[src/fnpd_defines.svh]
/*
 * Constants for the fractional divider: setting limits, decimal base and prescaler counts.
 * Assumes it is included by its bare name from the design files.
 */
`ifndef FNPD_DEFINES_SVH
`define FNPD_DEFINES_SVH

// Offset the integer setting path adds before the modulus is decoded.
`define FNPD_INT_OFFSET    5'h02
// Lowest and highest programmed integer modulus.
`define FNPD_N_MIN         5'h0c
`define FNPD_N_MAX         5'h16
// Tenths digit limit and the decimal base of the accumulator.
`define FNPD_TENTHS_MAX    4'h9
`define FNPD_DECIMAL_BASE  5'h0a
// Last count of a prescaler cycle in divide-by-3 and divide-by-4 mode.
`define FNPD_PSC_LAST_DIV3 2'h2
`define FNPD_PSC_LAST_DIV4 2'h3
// Width of the shift register that holds the prescaler mode sequence.
`define FNPD_SEQ_BITS      8

`endif

[src/fnpd_pkg.sv]
/*
 * Types shared by the fractional divider modules.
 * Assumes nothing of its surroundings.
 */
`default_nettype none
package fnpd_pkg;

	typedef enum logic {
		FNPD_DIV3 = 1'b0,
		FNPD_DIV4 = 1'b1
	} fnpd_psc_mode_t;

	typedef logic [4:0] fnpd_modulus_t;
	typedef logic [3:0] fnpd_digit_t;
	typedef logic [2:0] fnpd_count_t;

endpackage

`default_nettype wire

[src/fnpd_divider.sv]
/*
 * Fractional-N programmable divider: prescaler control sequence, decimal accumulator
 * and output squaring stage.
 * Assumes clk is the divider drive and that the settings and test straps come from pins.
 */
`timescale 1ns/1ns
`default_nettype none
`include "fnpd_defines.svh"

// Overview of operation
// [RQ1] Divide the drive clock by 12.1 to 22.1 in tenth steps; the code spans 12.0 to 22.9.
// [RQ2] Output pulse rate equals drive rate over the present effective modulus.
// [RQ3] Fractional ratios alternate between modulus N and N+1 across output cycles.
// [RQ4] Front end is a prescaler dividing by three or four.
// [RQ5] Prescaler mode alternates so one output cycle spans 12 to 23 inputs.
// [RQ6] Modulus 17 runs two divide-by-4 then three divide-by-3 cycles.
// [RQ7] Mode control high divides by four, low divides by three.
// [RQ8] Shift register loaded from decoded integer setting sets the mode sequence.
// [RQ9] The programmed integer setting has two added before use.
// [RQ10] Accumulator is an adder followed by a holding latch of the sum.
// [RQ11] Each output pulse adds the tenths digit to the stored sum.
// [RQ12] A carry makes the next output cycle use modulus N+1.
// [RQ13] Ratio 12.1 divides by 12 nine times, then 13 once, repeating.
// [RQ14] Modulus select flop follows the carry; high means N+1, low N.
// [RQ15] Output stage turns the narrow divider pulse into a 50% square wave; odd moduli are held low one input longer than high.
// [RQ16] Hold input forces divide-by-3 with strap low, divide-by-4 with strap high.
// [RQ17] Accumulator counts tenths modulo ten, carrying at ten and keeping the remainder.
// [RQ18] Synchronous reset clears the sum and restarts at an output cycle start.
module fnpd_divider (
	// Clock and reset
	input  wire logic       clk,
	input  wire logic       reset,
	// Frequency select digits
	input  wire logic [4:0] integer_setting,
	input  wire logic [3:0] tenths_digit,
	// Test hold
	input  wire logic       hold_enable,
	input  wire logic       prescaler_hold_strap,
	// Outputs
	output var  logic       divided_output_point,
	output var  logic       square_output,
	output var  logic       prescaler_mode_control,
	output var  logic       modulus_select,
	output var  logic       fractional_control_signal
);

	localparam int SYNC_W = 11;
	localparam int SEQ_W  = `FNPD_SEQ_BITS;

	// Pin synchronisers; only the second stage is read by logic.
	// They are not reset, so the load during reset already sees the settled setting.
	logic [SYNC_W-1:0] pins_raw;
	logic [SYNC_W-1:0] sync1_q;
	logic [SYNC_W-1:0] sync2_q;

	assign pins_raw = {integer_setting, tenths_digit, hold_enable, prescaler_hold_strap};

	genvar gi;
	generate
		for (gi = 0; gi < SYNC_W; gi = gi + 1) begin : g_sync
			always_ff @(posedge clk) begin
				sync1_q[gi] <= pins_raw[gi];
				sync2_q[gi] <= sync1_q[gi];
			end
		end
	endgenerate

	fnpd_pkg::fnpd_modulus_t setting_s;
	fnpd_pkg::fnpd_digit_t   tenths_s;
	logic                    hold_s;
	logic                    strap_s;

	assign setting_s = sync2_q[10:6];
	assign tenths_s  = sync2_q[5:2];
	assign hold_s    = sync2_q[1];
	assign strap_s   = sync2_q[0];

	// Integer modulus after the offset stage, clamped to the legal span.
	fnpd_pkg::fnpd_modulus_t n_base;
	fnpd_pkg::fnpd_digit_t   tenths_c;

	always_comb begin
		n_base = setting_s + `FNPD_INT_OFFSET; // [RQ9]
		if (setting_s > (`FNPD_N_MAX - `FNPD_INT_OFFSET)) begin
			n_base = `FNPD_N_MAX;
		end else if (n_base < `FNPD_N_MIN) begin
			n_base = `FNPD_N_MIN;
		end
		// An illegal tenths code is treated as nine so the sum stays decimal.
		tenths_c = (tenths_s > `FNPD_TENTHS_MAX) ? `FNPD_TENTHS_MAX : tenths_s;
	end

	// Decoder: a modulus M is split into M/3 prescaler cycles, of which the
	// first M mod 3 divide by four. This covers 12 to 23 with one table.
	function automatic logic [SEQ_W-1:0] seq_pattern(input fnpd_pkg::fnpd_modulus_t m);
		logic [SEQ_W-1:0] p;
		fnpd_pkg::fnpd_modulus_t r;
		p = '0;
		r = m % 5'h03;
		for (int i = 0; i < 3; i++) begin
			if (5'(i) < r) begin
				p[i] = 1'b1; // [RQ6]
			end
		end
		return p;
	endfunction

	function automatic fnpd_pkg::fnpd_count_t seq_length(input fnpd_pkg::fnpd_modulus_t m);
		fnpd_pkg::fnpd_modulus_t q;
		q = m / 5'h03;
		return q[2:0];
	endfunction

	// Prescaler.
	logic                     psc_tick;
	fnpd_pkg::fnpd_psc_mode_t mode_q;
	fnpd_pkg::fnpd_psc_mode_t mode_d;

	fnpd_prescaler u_prescaler ( // [RQ4] [RQ7]
		.clk                    (clk),
		.reset                  (reset),
		.prescaler_mode_control (mode_q),
		.prescaler_tick         (psc_tick)
	);

	// Sequence, accumulator and output state.
	logic [SEQ_W-1:0]        shift_q;
	logic [SEQ_W-1:0]        shift_d;
	fnpd_pkg::fnpd_count_t   left_q;
	fnpd_pkg::fnpd_count_t   left_d;
	fnpd_pkg::fnpd_digit_t   acc_q;
	fnpd_pkg::fnpd_digit_t   acc_d;
	fnpd_pkg::fnpd_modulus_t mod_q;
	fnpd_pkg::fnpd_modulus_t mod_d;
	fnpd_pkg::fnpd_modulus_t phase_q;
	fnpd_pkg::fnpd_modulus_t phase_d;
	logic                    carry_q;
	logic                    carry_d;
	logic                    pulse_q;
	logic                    pulse_d;
	logic                    frac_q;
	logic                    frac_d;
	logic                    square_q;
	logic                    square_d;

	fnpd_pkg::fnpd_modulus_t sum;
	fnpd_pkg::fnpd_modulus_t next_mod;
	logic [SEQ_W-1:0]        pattern;
	logic [SEQ_W-1:0]        start_pattern;
	logic                    cycle_end;
	logic                    carry_now;
	fnpd_pkg::fnpd_psc_mode_t seq_mode;

	always_comb begin
		cycle_end = psc_tick && (left_q == 3'h1); // [RQ5]
		// Adder in front of the holding register; a decimal carry at ten.
		sum       = {1'b0, acc_q} + {1'b0, tenths_c}; // [RQ10]
		carry_now = (sum >= `FNPD_DECIMAL_BASE); // [RQ17]
		next_mod  = n_base + {4'h0, carry_now}; // [RQ12]
		pattern   = seq_pattern(next_mod);
		start_pattern = seq_pattern(n_base);

		shift_d  = shift_q;
		left_d   = left_q;
		acc_d    = acc_q;
		mod_d    = mod_q;
		carry_d  = carry_q;
		pulse_d  = 1'b0;
		frac_d   = 1'b0;
		seq_mode = fnpd_pkg::fnpd_psc_mode_t'(shift_q[0]);
		phase_d  = phase_q + 5'h01;

		if (reset) begin
			// Restart with an empty sum at the first prescaler cycle of modulus N.
			acc_d    = 4'h0; // [RQ18]
			carry_d  = 1'b0;
			mod_d    = n_base;
			shift_d  = start_pattern >> 1;
			left_d   = seq_length(n_base);
			seq_mode = fnpd_pkg::fnpd_psc_mode_t'(start_pattern[0]);
			phase_d  = 5'h00;
		end else if (cycle_end) begin
			// Each output pulse adds the tenths digit and reloads the sequence.
			acc_d    = carry_now ? 4'(sum - `FNPD_DECIMAL_BASE) : sum[3:0]; // [RQ11] [RQ17]
			carry_d  = carry_now; // [RQ14]
			frac_d   = carry_now;
			mod_d    = next_mod; // [RQ3] [RQ13]
			shift_d  = pattern >> 1; // [RQ8]
			left_d   = seq_length(next_mod);
			seq_mode = fnpd_pkg::fnpd_psc_mode_t'(pattern[0]);
			pulse_d  = 1'b1; // [RQ2] [RQ1]
			phase_d  = 5'h00;
		end else if (psc_tick) begin
			shift_d  = shift_q >> 1; // [RQ8]
			left_d   = left_q - 3'h1;
			seq_mode = fnpd_pkg::fnpd_psc_mode_t'(shift_q[0]);
		end else begin
			seq_mode = mode_q;
		end

		// The strap overrides the sequence but the cycle count keeps running.
		if (hold_s) begin
			mode_d = strap_s ? fnpd_pkg::FNPD_DIV4 : fnpd_pkg::FNPD_DIV3; // [RQ16]
		end else begin
			mode_d = seq_mode; // [RQ5]
		end

		// High for the first half of the cycle; odd moduli give the extra input low.
		square_d = (phase_d < (mod_d >> 1)); // [RQ15]
	end

	always_ff @(posedge clk) begin
		shift_q  <= shift_d;
		left_q   <= left_d;
		acc_q    <= acc_d;
		mod_q    <= mod_d;
		phase_q  <= phase_d;
		carry_q  <= carry_d;
		pulse_q  <= pulse_d;
		frac_q   <= frac_d;
		square_q <= square_d;
		mode_q   <= mode_d;
	end

	assign divided_output_point      = pulse_q;
	assign square_output             = square_q;
	assign prescaler_mode_control    = mode_q;
	assign modulus_select            = carry_q;
	assign fractional_control_signal = frac_q;

endmodule

`default_nettype wire

[src/fnpd_prescaler.sv]
/*
 * Dual-modulus prescaler that divides the drive clock by three or four.
 * Assumes the mode input is registered on the same clock and changes only after a tick.
 */
`timescale 1ns/1ns
`default_nettype none
`include "fnpd_defines.svh"

module fnpd_prescaler (
	// Clock and reset
	input  wire logic                    clk,
	input  wire logic                    reset,
	// Mode and divided tick
	input  wire fnpd_pkg::fnpd_psc_mode_t prescaler_mode_control,
	output var  logic                    prescaler_tick
);

	logic [1:0] count_q;
	logic [1:0] count_d;
	logic [1:0] last_count;

	always_comb begin
		// Mode high divides by four, low by three.
		if (prescaler_mode_control == fnpd_pkg::FNPD_DIV4) begin // [RQ7]
			last_count = `FNPD_PSC_LAST_DIV4;
		end else begin
			last_count = `FNPD_PSC_LAST_DIV3;
		end
		prescaler_tick = (count_q == last_count); // [RQ4]
		if (reset || prescaler_tick) begin
			count_d = 2'h0;
		end else begin
			count_d = count_q + 2'h1;
		end
	end

	always_ff @(posedge clk) begin
		count_q <= count_d;
	end

endmodule

`default_nettype wire
[config.mk]
export PLATFORM = sky130hd
export DESIGN_NAME = fnpd_divider
export DESIGN_NICKNAME = d
export VERILOG_FILES = /design/src/fnpd_pkg.sv /design/src/fnpd_divider.sv /design/src/fnpd_prescaler.sv
export VERILOG_INCLUDE_DIRS = /design/src
export SDC_FILE = /design/constraint.sdc
export NUM_CORES = 1
export LEC_CHECK = 0
export ABC_AREA = 1
export BUFFER_PORTS_ARGS = -buffer_cell sky130_fd_sc_hd__buf_4
export CAP_MARGIN = 30
export CORE_MARGIN = 4
export CORE_UTILIZATION = 45
export CTS_CLUSTER_DIAMETER = 80
export DETAILED_ROUTE_END_ITERATION = 7
export GPL_TIMING_DRIVEN = 0
export PLACE_DENSITY = 0.64
export SLEW_MARGIN = 20
export SYNTH_ARGS = -nofsm -noshare
export SYNTH_HDL_FRONTEND = slang
export SYNTH_HIERARCHICAL = 1
export SYNTH_SLANG_ARGS = --single-unit
[constraint.sdc]
create_clock -name clk -period 12.9 [get_ports clk]
set_input_delay 1.935 -clock clk [delete_from_list [all_inputs] [get_ports clk]]
set_output_delay 1.935 -clock clk [all_outputs]
set_load 0.01 [all_outputs]
# --- Yosys cells after proc, flatten, opt, wreduce, memory -nomap -nowiden ---
# Cells that the tools add are included.
classes:
  magnitude_cmp: 11
  n_eq_ne: 2
  n_div: 4
  n_reduce_logical: 5
  mux: 27
  bitwise_logic: 1
  n_addsub: 7
ops:
  columns: ["op", "count"]
  rows:
  - ["5-bit two-way mux", 6]
  - ["1-bit by 5-bit less-than comparator with 1-bit output, first input constant", 4]
  - ["1-bit two-way mux", 13]
  - ["5-bit by 2-bit divider with 5-bit output, second input constant", 2]
  - ["2-bit by 5-bit less-than comparator with 1-bit output, first input constant", 2]
  - ["5-bit by 2-bit remainder unit with 5-bit output, second input constant", 2]
  - ["3-bit two-way mux", 3]
  - ["4-bit two-way mux", 2]
  - ["2-bit two-way mux", 3]
  - ["4-bit by 4-bit adder with 5-bit output", 1]
  - ["5-bit by 1-bit adder with 5-bit output", 1]
  - ["5-bit by 1-bit adder with 5-bit output, second input constant", 1]
  - ["5-bit by 2-bit adder with 5-bit output, second input constant", 1]
  - ["5-bit by 4-bit greater-or-equal comparator with 1-bit output, second input constant", 1]
  - ["5-bit greater-than comparator, second input constant", 1]
  - ["5-bit by 4-bit less-than comparator with 1-bit output", 1]
  - ["5-bit by 4-bit less-than comparator with 1-bit output, second input constant", 1]
  - ["4-bit greater-than comparator, second input constant", 1]
  - ["4-bit nonzero test", 1]
  - ["4-bit subtractor, second input constant", 1]
  - ["3-bit by 1-bit == test with 1-bit output, second input constant", 1]
  - ["3-bit nonzero test", 1]
  - ["3-bit by 1-bit subtractor with 3-bit output, second input constant", 1]
  - ["2-bit by 1-bit adder with 2-bit output, second input constant", 1]
  - ["5 further kinds", 5]
word_totals:
  regBits: 47
  out_inout_bits: 5
  word_cells: 90
  in_bits: 13

# --- Depth between registers and ports, before layout ---
# Gate-level depths: netlist (run 1).
depth:
  depth_word: 11
  mapped_depth: 35

# --- Hierarchy ---
# The synthesis (run 1) kept the hierarchy.
modules_own_cells:
  columns: ["mod", "seq_area_each_um2", "instances", "area_per_inst_um2", "cells_each"]
  rows:
  - ["fnpd_divider", 960.9, 1, 2852.7, 356]
  - ["fnpd_prescaler", 40.0, 1, 103.8, 15]

# --- Worst setup path after synthesis (run 1) ---
# OpenSTA, ideal clock, no wires.
synth_path:
  path_kind: "reg2reg"
  start: "reg sync2_q[4]"
  end: "reg mode_q, in the netlist prescaler_mode_control (data pin)"
  n_path_buf: 0
  t_required_ns: 12.645
  setup_ns: 0.255
  period_less_slack_ns: 4.819
  path_stages_with_launch: 34
  setup_slack_ns: 8.081
  arrival_time_ns: 4.564
  path_cell_list: "dfxtp_1 > o21ai_0 > nand2_1 > ha_1 > fa_1 > xor2_1 > inv_1 > ha_1 > o31ai_1 > nand2_1 > nand2_1 > ha_1 > ha_1 > nor2_1 > inv_1 > nand2_1 > nand3_2 > inv_1 > ha_1 > nand3_1 > nand3_2 > nand2_2 > nand2_4 > a21o_1 > nand2_1 > ha_1 > nand3_1 > nand2_1 > inv_1 > nand3_1 > a21oi_2 > nand3_2 > nand2_2 > a21oi_2"
synth_via:
  elab_chain_cells: 11
synth_rtl:
  columns: ["element", "line", "source"]
  rows:
  - ["start: declaration", "fnpd_divider.sv:54", "logic [SYNC_W-1:0] sync2_q;"]
  - ["start signal: indexed assignment", "fnpd_divider.sv:63", "sync2_q[gi] <= sync1_q[gi];"]
  - ["4-bit greater-than comparator (no line)", null, null]
  - ["4-bit two-way mux *", "fnpd_divider.sv:90", "tenths_c = (tenths_s > `FNPD_TENTHS_MAX) ? `FNPD_TENTHS_MAX : tenths_s;"]
  - ["4-bit by 4-bit adder with 5-bit output *", "fnpd_divider.sv:157", "sum = {1'b0, acc_q} + {1'b0, tenths_c};"]
  - ["5-bit by 4-bit greater-or-equal comparator with 1-bit output (no line) *", null, null]
  - ["net carry_now", "fnpd_divider.sv:151", "logic carry_now;"]
  - ["5-bit by 1-bit adder with 5-bit output *", "fnpd_divider.sv:159", "next_mod = n_base + {4'h0, carry_now};"]
  - ["5-bit by 2-bit remainder unit with 5-bit output *", "fnpd_divider.sv:99", "r = m % 5'h03;"]
  - ["1-bit by 5-bit less-than comparator with 1-bit output *", "fnpd_divider.sv:101", "if (5'(i) < r) begin"]
  - ["1-bit two-way mux *", "fnpd_divider.sv:101", null]
  - ["1-bit two-way mux *", "fnpd_divider.sv:182", "end else if (cycle_end) begin"]
  - ["1-bit two-way mux *", "fnpd_divider.sv:173", "if (reset) begin"]
  - ["1-bit two-way mux *", "fnpd_divider.sv:202", "if (hold_s) begin"]
  - ["net mode_d", "fnpd_divider.sv:117", "fnpd_pkg::fnpd_psc_mode_t mode_d;"]
  - ["end signal: assignment", "fnpd_divider.sv:222", "mode_q <= mode_d;"]
  - ["end: declaration", "fnpd_divider.sv:116", "fnpd_pkg::fnpd_psc_mode_t mode_q;"]
# Mark *: on every way through the listed nets, which the timed path passes. The rest lies on a longest branch.
# A chain may end at the register's enable or synchronous reset.

# --- Worst setup path after layout (run 1) ---
layout_path:
  start: "reg sync2_q[4]"
  end: "reg shift_q[1] (data pin)"
layout_via:
  elab_chain_cells: 10
layout_rtl:
  columns: ["element", "line", "source"]
  rows:
  - ["4-bit greater-than comparator (no line)", null, null]
  - ["4-bit two-way mux *", "fnpd_divider.sv:90", null]
  - ["4-bit by 4-bit adder with 5-bit output *", "fnpd_divider.sv:157", null]
  - ["5-bit by 4-bit greater-or-equal comparator with 1-bit output (no line) *", null, null]
  - ["net carry_now", "fnpd_divider.sv:151", null]
  - ["5-bit by 1-bit adder with 5-bit output *", "fnpd_divider.sv:159", null]
  - ["5-bit by 2-bit remainder unit with 5-bit output *", "fnpd_divider.sv:99", null]
  - ["2-bit by 5-bit less-than comparator with 1-bit output *", "fnpd_divider.sv:101", null]
  - ["1-bit two-way mux *", "fnpd_divider.sv:101", null]
  - ["2-bit two-way mux *", "fnpd_divider.sv:182", null]
  - ["2-bit two-way mux *", "fnpd_divider.sv:173", null]
  - ["net shift_d[1]", "fnpd_divider.sv:128", "logic [SEQ_W-1:0] shift_d;"]
  - ["end signal: assignment", "fnpd_divider.sv:213", "shift_q <= shift_d;"]
  - ["end: declaration", "fnpd_divider.sv:127", "logic [SEQ_W-1:0] shift_q;"]
# Marked as above.

==> impl_metrics.env, run 1 <==
export IMPL_grt_pass1_vias=2231
export IMPL_ys_ff_latch=47
export IMPL_max_freq_mhz=187
export IMPL_async_reset_ff_share_pct=0
export IMPL_worstPathRequired_ns=12.96
export IMPL_drt_iter0_markers=77
export IMPL_pre_cts_slack_ns=7.51
export IMPL_route_detailed_drc=0
export IMPL_holdWs_ns=0.328
export IMPL_crit_path_frequent_cell="nand2_1"
export IMPL_die_area_mm2=0.00793
export IMPL_yosys_top_cells_count="nand2_1, inv_1, dfxtp_1"
export IMPL_status="complete, no violations"
export IMPL_p_comb_share_pct=38.6
export IMPL_cp_max_fo=7
export IMPL_max_cap_violations=0
export IMPL_synth_yosys_seq_area_share_pct=33.9
export IMPL_fin_crit_ns=5.35
export IMPL_grt_pass1_wl_um=9060
export IMPL_cts_root_buffer="clkbuf_8"
export IMPL_irDropWorstVdd_v=0.0000925
export IMPL_yosys_warnings=6
export IMPL_fin_tns_setup_ns=0
export IMPL_cp_slowest_stage_delay_ns=0.40
export IMPL_dpl_hpwl_um=4100
export IMPL_skew_ns=0.00779
export IMPL_ctsLongestPathBuffers=2
export IMPL_rsz0062_at_grt="no"
export IMPL_vias_per_cell=4.85
export IMPL_finalCritPeriodShare_pct=41.4
export IMPL_grt_max_degree=15
export IMPL_p_int_mw=0.266
export IMPL_grt_ovfl_total=0
export IMPL_clkTransAtPathRegs_ns=0.08
export IMPL_start_util_pct=46.6
export IMPL_timing_slew_headroom_pct=64.8
export IMPL_die_h_um=89.1
export IMPL_synth_top_area_share_pct=27.8
export IMPL_gp_congestion=0.811
export IMPL_first_pass_iters=6
export IMPL_setup_worst_path_start="sync2_q[4]$_DFF_P_"
export IMPL_cp_end_kind="flop"
export IMPL_cts_buffers=5
export IMPL_core_mm2=0.00635
export IMPL_switching_share_pct=36.2
export IMPL_hold_start="sync1_q[9]$_DFF_P_"
export IMPL_fin_ws_ns=7.55
export IMPL_finalHoldViolations=0
export IMPL_antenna_found_initial=0
export IMPL_insertion_delay_ns=0.30
export IMPL_worst_pin_slew_ns=0.527
export IMPL_syn_inst=371
export IMPL_drv_slew=0
export IMPL_tritoncts="yes"
export IMPL_synth_nets=405
export IMPL_synth_cell_type_count=44
export IMPL_synth_area_per_cell_um2=7.97
export IMPL_netlist_top_cells_area="dfxtp_1, nand2_1, ha_1"
export IMPL_wl_um=4990
export IMPL_cts_resized_gates=0
export IMPL_num_rows=29
export IMPL_pwr_share_clk_pct=21.4
export IMPL_cts_setup_buffers=0
export IMPL_vias=2293
export IMPL_wl_per_cell_um=10.6
export IMPL_cts_hold_buffers=0
export IMPL_p_leak_nw=1.63
export IMPL_crit_type="reg2reg"
export IMPL_regToRegStartpoint="sync2_q[4]$_DFF_P_"
export IMPL_timing_hold_worst_class="reg2reg"
export IMPL_synth_top_cell_by_area="dfxtp_1"
export IMPL_clkSinkCount=47
export IMPL_synth_area_mm2=0.00296
export IMPL_synth_edf_count=6
export IMPL_die_w_um=89.1
export IMPL_arrival_ns=5.40
export IMPL_synth_most_common_cell="nand2_1"
export IMPL_cts_max_level=2
export IMPL_seqPwrFrac_pct=40.1
export IMPL_powerDensity_mw_per_mm2=127
export IMPL_grt_usage_pct=14.6
export IMPL_num_antenna_cells=0
export IMPL_start_kind="flop"
export IMPL_ioPinCount=18
export IMPL_io_buffers=17
export IMPL_area_growth_pct=10.7
export IMPL_final_antenna_net_count=0
export IMPL_cp_slowest_cell="fa_1"
export IMPL_finalSetupViolCount=0
export IMPL_nets=429
export IMPL_p_sw_mw=0.151
export IMPL_drive_above_1_share_pct=22.2
export IMPL_synthFlopType="dfxtp_1"
-- cell type report --
type	count	area, um^2
buffer	4	16.3
tap	77	96.3
multi-input combinational	258	1710
clock buffer	7	86.3
sequential	47	1000
inverter	62	233
clock inverter	1	5.00
timing repair buffer	17	128
fill	603	3080
-- final timing paths --
kind,slack [ns],cells past startpoint,endpoint
max reg2reg,7.55,33,shift_q[1]$_DFFE_PP_
max,7.55,33,shift_q[1]$_DFFE_PP_
min reg2reg,0.33,0,setting_s[3]$_DFF_P_
min,0.33,0,setting_s[3]$_DFF_P_
-- critical path: cells and delay by family, from the launching register on --
family	cells	cell delay, ns
xor gates and xnor gates	1	0.19
buffers and inverters	3	0.21
adders and majority gates	7	1.70
and+or+nand+nor	18	2.06
AOI/OAI and AO/OA	4	0.63
DFF	1	0.31
-- routing by layer --
metal	global-route usage, %	wire length, um	part of all wire (%)
met1	16.6	2290	46
met2	26.4	2450	49
met3	3.50	170	3.4
met4	5.41	82	1.6
met5	0	0	0
-- flip-flops by register name, indices dropped and copies added (netlist names) --
| signal | flops |
|---|---|
| modulus_select | 1 |
| acc_q | 4 |
| phase_q | 5 |
| hold_s | 1 |
| left_q | 3 |
| mod_q | 4 |
| setting_s | 5 |
| prescaler_mode_control | 1 |
| sync1_q | 11 |
| u_prescaler/count_q | 2 |
| square_output | 1 |
| divided_output_point | 1 |
| fractional_control_signal | 1 |
| strap_s | 1 |
| sync2_q | 4 |
| shift_q | 2 |
-- through the flow --
step	power, mW	instance area [um^2]	cells	util [%]
2_1_floorplan	0.305	2960	371	-
3_3_place_gp	0.330	3180	465	50.1
3_5_place_dp	0.333	3180	465	50.1
4_1_cts	0.422	3270	473	51.5
5_1_grt	0.450	3270	473	51.5
6_report	0.417	3270	473	51.5
-- cells in the final DEF, fill, tap and decap left out, types with 2 or more instances in the layout --
master,count
edfxtp_1,6
nor2_4,2
or2_1,2
a21oi_1,4
nand3_2,14
nand4_1,6
a22oi_1,2
nand2_1,78
nand3_1,22
nand2_4,8
o21ai_0,14
nand3_4,4
a21o_1,3
nand3b_1,2
clkbuf_8,6
xor2_1,3
ha_1,20
nor2_2,4
xnor2_1,5
inv_2,3
a21oi_2,4
inv_1,59
nand2_2,16
dfxtp_1,41
buf_4,17
nor2_1,25
o211ai_1,2
clkbuf_1,4
or2_4,2
-- cells by family after synthesis --
logic type / Yosys count / synth area share [%]
adder cells (fa/ha/maj): 21 / 9.14
AND/OR/NAND/NOR: 189 / 36.2
flip-flops: 47 / 33.9
XOR/XNOR: 9 / 2.92
AO/OA/AOI/OAI: 39 / 9.44
buffers and inverters: 66 / 8.42
-- power groups by stage --
stage	logic (mW)	registers, mW	clock network, mW
after floorplan	0.135	0.170	0
after global placement	0.160	0.170	0
after detailed placement	0.163	0.171	0
after CTS	0.163	0.167	0.0918
after global routing	0.185	0.169	0.0962
final	0.161	0.167	0.0890
(Power assumes the default switching activity.)
==> run 2, diff against run 1 <==
--- a/config.mk
+++ b/config.mk
@@ -14,7 +14,7 @@
 export CTS_CLUSTER_DIAMETER = 80
 export DETAILED_ROUTE_END_ITERATION = 7
 export GPL_TIMING_DRIVEN = 0
-export PLACE_DENSITY = 0.64
+export PLACE_DENSITY = 0.66
 export SLEW_MARGIN = 20
 export SYNTH_ARGS = -nofsm -noshare
 export SYNTH_HDL_FRONTEND = slang
==> constraint.sdc (replaced) <==
create_clock -name clk -period 4.9 [get_ports clk]
set_input_delay 0.735 -clock clk [delete_from_list [all_inputs] [get_ports clk]]
set_output_delay 0.735 -clock clk [all_outputs]
set_load 0.01 [all_outputs]
==> impl_metrics.env, run 2 (synthesis results as in run 1) <==
export IMPL_cp_slowest_cell="fa_2"
export IMPL_dp_cells=465
export IMPL_grt_usage_pct=15.2
export IMPL_start_util_pct=46.6
export IMPL_p_sw_mw=0.426
export IMPL_powerDensity_mw_per_mm2=337
export IMPL_antenna_found_initial=0
export IMPL_largest_reg_flops=11
export IMPL_vias_per_cell=4.86
export IMPL_timing_slew_headroom_pct=64.3
export IMPL_holdWs_ns=0.330
export IMPL_wl_um=5440
export IMPL_gp_congestion=0.776
export IMPL_first_pass_iters=4
export IMPL_num_rows=29
export IMPL_drv_slew=0
export IMPL_drive_above_1_share_pct=28.7
export IMPL_nets=441
export IMPL_io_buffers=17
export IMPL_cts_hold_buffers=0
export IMPL_dpl_hpwl_um=4290
export IMPL_switching_share_pct=36.2
export IMPL_regMostFlops="sync1_q"
export IMPL_arrival_ns=4.64
export IMPL_max_cap_violations=0
export IMPL_seqPwrFrac_pct=37.4
export IMPL_worstPathRequired_ns=4.95
export IMPL_cp_slowest_stage_delay_ns=0.52
export IMPL_tritoncts="yes"
export IMPL_p_comb_share_pct=41.0
export IMPL_cts_max_level=2
export IMPL_cts_buffers=5
export IMPL_start_kind="flop"
export IMPL_grt_ovfl_total=0
export IMPL_finalHoldViolations=0
export IMPL_vias=2358
export IMPL_cp_max_fo=7
export IMPL_finalCritPeriodShare_pct=93.6
export IMPL_die_w_um=89.1
export IMPL_die_h_um=89.1
export IMPL_num_antenna_cells=0
export IMPL_worst_pin_slew_ns=0.536
export IMPL_finalSetupViolCount=0
export IMPL_crit_path_frequent_cell="nand2_1"
export IMPL_final_common_cell="nand2_1"
export IMPL_clkTransAtPathRegs_ns=0.08
export IMPL_mostFrequentLayoutCells="nand2_1, inv_1, dfxtp_1"
export IMPL_wl_per_cell_um=11.2
export IMPL_grt_pass1_vias=2248
export IMPL_route_detailed_drc=0
export IMPL_clkSinkCount=47
export IMPL_max_freq_mhz=218
export IMPL_grt_pass1_wl_um=9600
export IMPL_irDropWorstVdd_v=0.000213
export IMPL_final_antenna_net_count=0
export IMPL_skew_ns=0.00661
export IMPL_ioPinCount=18
export IMPL_crit_type="reg2reg"
export IMPL_ctsLongestPathBuffers=2
export IMPL_pre_cts_slack_ns=-0.533
export IMPL_cp_end_kind="flop"
export IMPL_utilization_pct=54.9
export IMPL_die_area_mm2=0.00793
export IMPL_status="complete, no violations"
export IMPL_p_int_mw=0.750
export IMPL_cts_root_buffer="clkbuf_8"
export IMPL_drt_iter0_markers=73
export IMPL_final_cells=485
export IMPL_fin_ws_ns=0.313
export IMPL_timing_hold_worst_class="reg2reg"
export IMPL_fin_crit_ns=4.59
export IMPL_insertion_delay_ns=0.29
export IMPL_area_growth_pct=18.0
export IMPL_grt_max_degree=15
export IMPL_core_mm2=0.00635
export IMPL_pwr_share_clk_pct=21.6
export IMPL_p_leak_nw=1.68
## run 2: path summary, 6_finish.rpt
kind                                         start              endpoint  slack (ns)  cells after the start
worst max register to register  sync2_q[3]$_DFF_P_  shift_q[1]$_DFFE_PP_        0.31                     32
worst max-delay path            sync2_q[3]$_DFF_P_  shift_q[1]$_DFFE_PP_        0.31                     32
worst min register to register  sync1_q[7]$_DFF_P_  setting_s[1]$_DFF_P_        0.33                      0
worst min-delay path            sync1_q[7]$_DFF_P_  setting_s[1]$_DFF_P_        0.33                      0
## run 2: repair_timing
| action | in CTS | in global routing |
|---|---|---|
| cloned | 0 | 0 |
| endpoints found under the setup margin | 4 | 4 |
| pin swaps | 5 | 7 |
| buffers inserted | 3 | 9 |
| resized for setup | 8 | 19 |
## run 2: metal layers
metal / vias to the layer above / track usage, % / part of all wire (%)
li1: 1261 / - / -
met1: 1067 / 19.1 / 47
met2: 24 / 27.3 / 49
met3: 6 / 2.49 / 2.5
met4: 0 / 3.25 / 0.88
met5: - / 0 / 0
## run 2: final cells by class
type / instances / area, um^2
plain buffers: 4 / 16.3
clock buffers: 8 / 101
fillers: 582 / 2860
inverters: 62 / 233
multi-input cells: 258 / 1820
flip-flops and latches: 47 / 1000
well taps: 77 / 96.3
repair buffers: 29 / 218
## run 2: critical path, delay by kind of cell (launching register included)
family | cells | cell delay (ns)
and+or+nand+nor | 19 | 1.89
AOI/OAI and AO/OA | 3 | 0.29
DFF | 1 | 0.32
adders and majority gates | 7 | 1.61
buffers and inverters | 3 | 0.23
## run 2: power groups by stage
stage / Combinational [mW] / Clock (mW) / Sequential, mW
floorplan: 0.356 / 0 / 0.447
global placement: 0.420 / 0 / 0.448
detailed placement: 0.431 / 0 / 0.450
CTS: 0.444 / 0.260 / 0.441
global route: 0.547 / 0.276 / 0.444
finish: 0.482 / 0.254 / 0.440
## run 2: through the flow
stage               power (mW)  area (um^2)  setup TNS [ns]
floorplan                0.803         2960               0
global route              1.27         3490         -0.0795
global placement         0.868         3180           -1.39
finish                    1.18         3490               0
CTS                       1.14         3330               0
detailed placement       0.881         3180           -1.95
==> run 3, diff against run 2 <==
--- a/config.mk
+++ b/config.mk
@@ -14,7 +14,7 @@
 export CTS_CLUSTER_DIAMETER = 80
 export DETAILED_ROUTE_END_ITERATION = 7
 export GPL_TIMING_DRIVEN = 0
-export PLACE_DENSITY = 0.66
+export PLACE_DENSITY = 0.69
 export SLEW_MARGIN = 20
 export SYNTH_ARGS = -nofsm -noshare
 export SYNTH_HDL_FRONTEND = slang
==> impl_metrics.env, run 3 (synthesis results as in run 1) <==
export IMPL_status="complete, no violations"
export IMPL_worstReg2RegEnd="shift_q[1]$_DFFE_PP_"
export IMPL_insertion_delay_ns=0.30
export IMPL_dp_cells=465
export IMPL_area_growth_pct=17.7
export IMPL_regMostFlops="sync1_q"
export IMPL_clkSinkCount=47
export IMPL_drv_slew=0
export IMPL_grt_max_degree=16
export IMPL_io_buffers=17
export IMPL_ioPinCount=18
export IMPL_final_cells=481
export IMPL_pwr_share_clk_pct=21.5
export IMPL_fin_ws_ns=0.330
export IMPL_wl_um=5510
export IMPL_num_rows=29
export IMPL_dr_max_layer_used="met4"
export IMPL_nets=437
export IMPL_dr_wl_met2_um=2750
export IMPL_wl_per_cell_um=11.5
export IMPL_cp_slowest_cell="fa_2"
export IMPL_skew_ns=0.0102
export IMPL_die_h_um=89.1
export IMPL_final_common_cell="nand2_1"
export IMPL_die_w_um=89.1
export IMPL_antenna_found_initial=0
export IMPL_regToRegStartpoint="sync2_q[3]$_DFF_P_"
export IMPL_grt_pass1_vias=2246
export IMPL_vias_per_cell=4.91
export IMPL_timing_hold_worst_class="reg2reg"
export IMPL_pre_cts_slack_ns=-0.479
export IMPL_tritoncts="yes"
export IMPL_path_depth=30
export IMPL_worstPathRequired_ns=4.97
export IMPL_critical_path_top_delay_family="simple AND/OR/NAND/NOR gates"
export IMPL_irDropWorstVdd_v=0.000235
export IMPL_drive_above_1_share_pct=28.2
export IMPL_holdWs_ns=0.325
export IMPL_wl_met1_um=2540
export IMPL_max_cap_violations=0
export IMPL_p_leak_nw=1.66
export IMPL_grt_pass1_wl_um=9570
export IMPL_p_comb_share_pct=40.5
export IMPL_cts_root_buffer="clkbuf_8"
export IMPL_vias=2363
export IMPL_worst_pin_slew_ns=0.557
export IMPL_crit_buf_inv=4
export IMPL_cp_max_fo=5
export IMPL_dpl_cell_area_mm2=0.00318
export IMPL_routed_wl_met3_um=174
export IMPL_clkTransAtPathRegs_ns=0.09
export IMPL_endpoint="shift_q[1]$_DFFE_PP_"
export IMPL_powerDensity_mw_per_mm2=333
export IMPL_cts_buffers=5
export IMPL_reg2reg_setup_slack_ns=0.33
export IMPL_fin_area_mm2=0.00348
export IMPL_start_util_pct=46.6
export IMPL_finalSetupViolCount=0
export IMPL_crit_type="reg2reg"
export IMPL_timing_slew_headroom_pct=62.7
export IMPL_ctsLongestPathBuffers=2
export IMPL_drt_iter0_markers=82
export IMPL_finalHoldViolations=0
export IMPL_final_antenna_net_count=0
export IMPL_seqPwrFrac_pct=38.0
export IMPL_gp_congestion=0.809
export IMPL_switching_share_pct=37.3
export IMPL_fin_tns_setup_ns=0
export IMPL_mostFrequentLayoutCells="nand2_1, inv_1, dfxtp_1"
export IMPL_r2r_cells=30
export IMPL_route_detailed_drc=0
export IMPL_cp_slowest_stage_delay_ns=0.39
export IMPL_dpl_hpwl_um=4280
export IMPL_num_antenna_cells=0
export IMPL_setup_worst_path_start="sync2_q[3]$_DFF_P_"
export IMPL_p_int_mw=0.727
export IMPL_grt_usage_pct=15.4
export IMPL_cts_max_level=2
export IMPL_die_area_mm2=0.00793
export IMPL_max_freq_mhz=219
export IMPL_grt_ovfl_total=0
export IMPL_p_sw_mw=0.432
export IMPL_finalCritPeriodShare_pct=93.3
export IMPL_arrival_ns=4.64
export IMPL_first_pass_iters=4
export IMPL_fin_crit_ns=4.57
export IMPL_start_kind="flop"
export IMPL_cp_end_kind="flop"
export IMPL_largest_reg_flops=11
export IMPL_core_mm2=0.00635
## run 3: changes by cell type in the layout (fill, tap and decap cells not counted), moves of 2 or more
cell      change
buf_4         -4
clkbuf_1      -2
ha_2          -2
ha_4          +2
nor2_2        -2
nor2_4        +2
## run 3: worst reg2reg max path, delay by kind of cell (launching register included)
| kind | cells | cell delay, ns |
|---|---|---|
| xor gates and xnor gates | 1 | 0.19 |
| AOI/OAI and AO/OA | 3 | 0.43 |
| and+or+nand+nor | 16 | 1.71 |
| DFF | 1 | 0.31 |
| adders and majority gates | 6 | 1.26 |
| buffers and inverters | 4 | 0.46 |
## run 3: timing repair
item | 4_1_cts | 5_1_grt
pin swaps | 3 | 10
hold buffers | 0 | 0
gates resized for setup | 8 | 22
setup buffers | 3 | 5
endpoints found under the setup margin | 4 | 4
## run 3: how the worst min path moves through the flow
stage	from	to	depth (start not counted)
finish	sync1_q[2]$_DFF_P_	sync2_q[2]$_DFF_P_	0
CTS	sync1_q[2]$_DFF_P_	sync2_q[2]$_DFF_P_	0
floorplan	sync1_q[1]$_DFF_P_	hold_s$_DFF_P_	0
detailed placement	sync1_q[6]$_DFF_P_	setting_s[0]$_DFF_P_	0
global route	sync1_q[2]$_DFF_P_	sync2_q[2]$_DFF_P_	0
global placement	sync1_q[0]$_DFF_P_	strap_s$_DFF_P_	0
## run 3: power by group through the flow
stage | combinational, mW | clock [mW] | sequential, mW
2_1_floorplan | 0.356 | 0 | 0.447
4_1_cts | 0.444 | 0.254 | 0.441
3_3_place_gp | 0.418 | 0 | 0.448
6_report | 0.470 | 0.249 | 0.440
5_1_grt | 0.536 | 0.268 | 0.444
3_5_place_dp | 0.431 | 0 | 0.449
## run 3: layout make-up
cell class / instances / area, um^2
buffer: 4 / 16.3
clock buffer: 6 / 82.6
clock inverter: 2 / 15.0
fill: 577 / 2870
inverter: 62 / 233
multi-input combinational: 258 / 1850
sequential: 47 / 1000
tap: 77 / 96.3
timing repair buffer: 25 / 188
## run 3: per-layer routing
layer | global-route usage, % | vias up
met1 | 18.9 | 1078
li1 | - | 1260
met2 | 27.2 | 21
met5 | 0 | -
met4 | 4.47 | 0
met3 | 3.04 | 4
## run 3: metrics by stage
| stage | utilization, % | power, mW |
|---|---|---|
| 4_1_cts | 52.6 | 1.14 |
| 6_report | 54.8 | 1.16 |
| 3_3_place_gp | 50.1 | 0.866 |
| 5_1_grt | 54.8 | 1.25 |
| 3_5_place_dp | 50.1 | 0.880 |
| 2_1_floorplan | - | 0.803 |
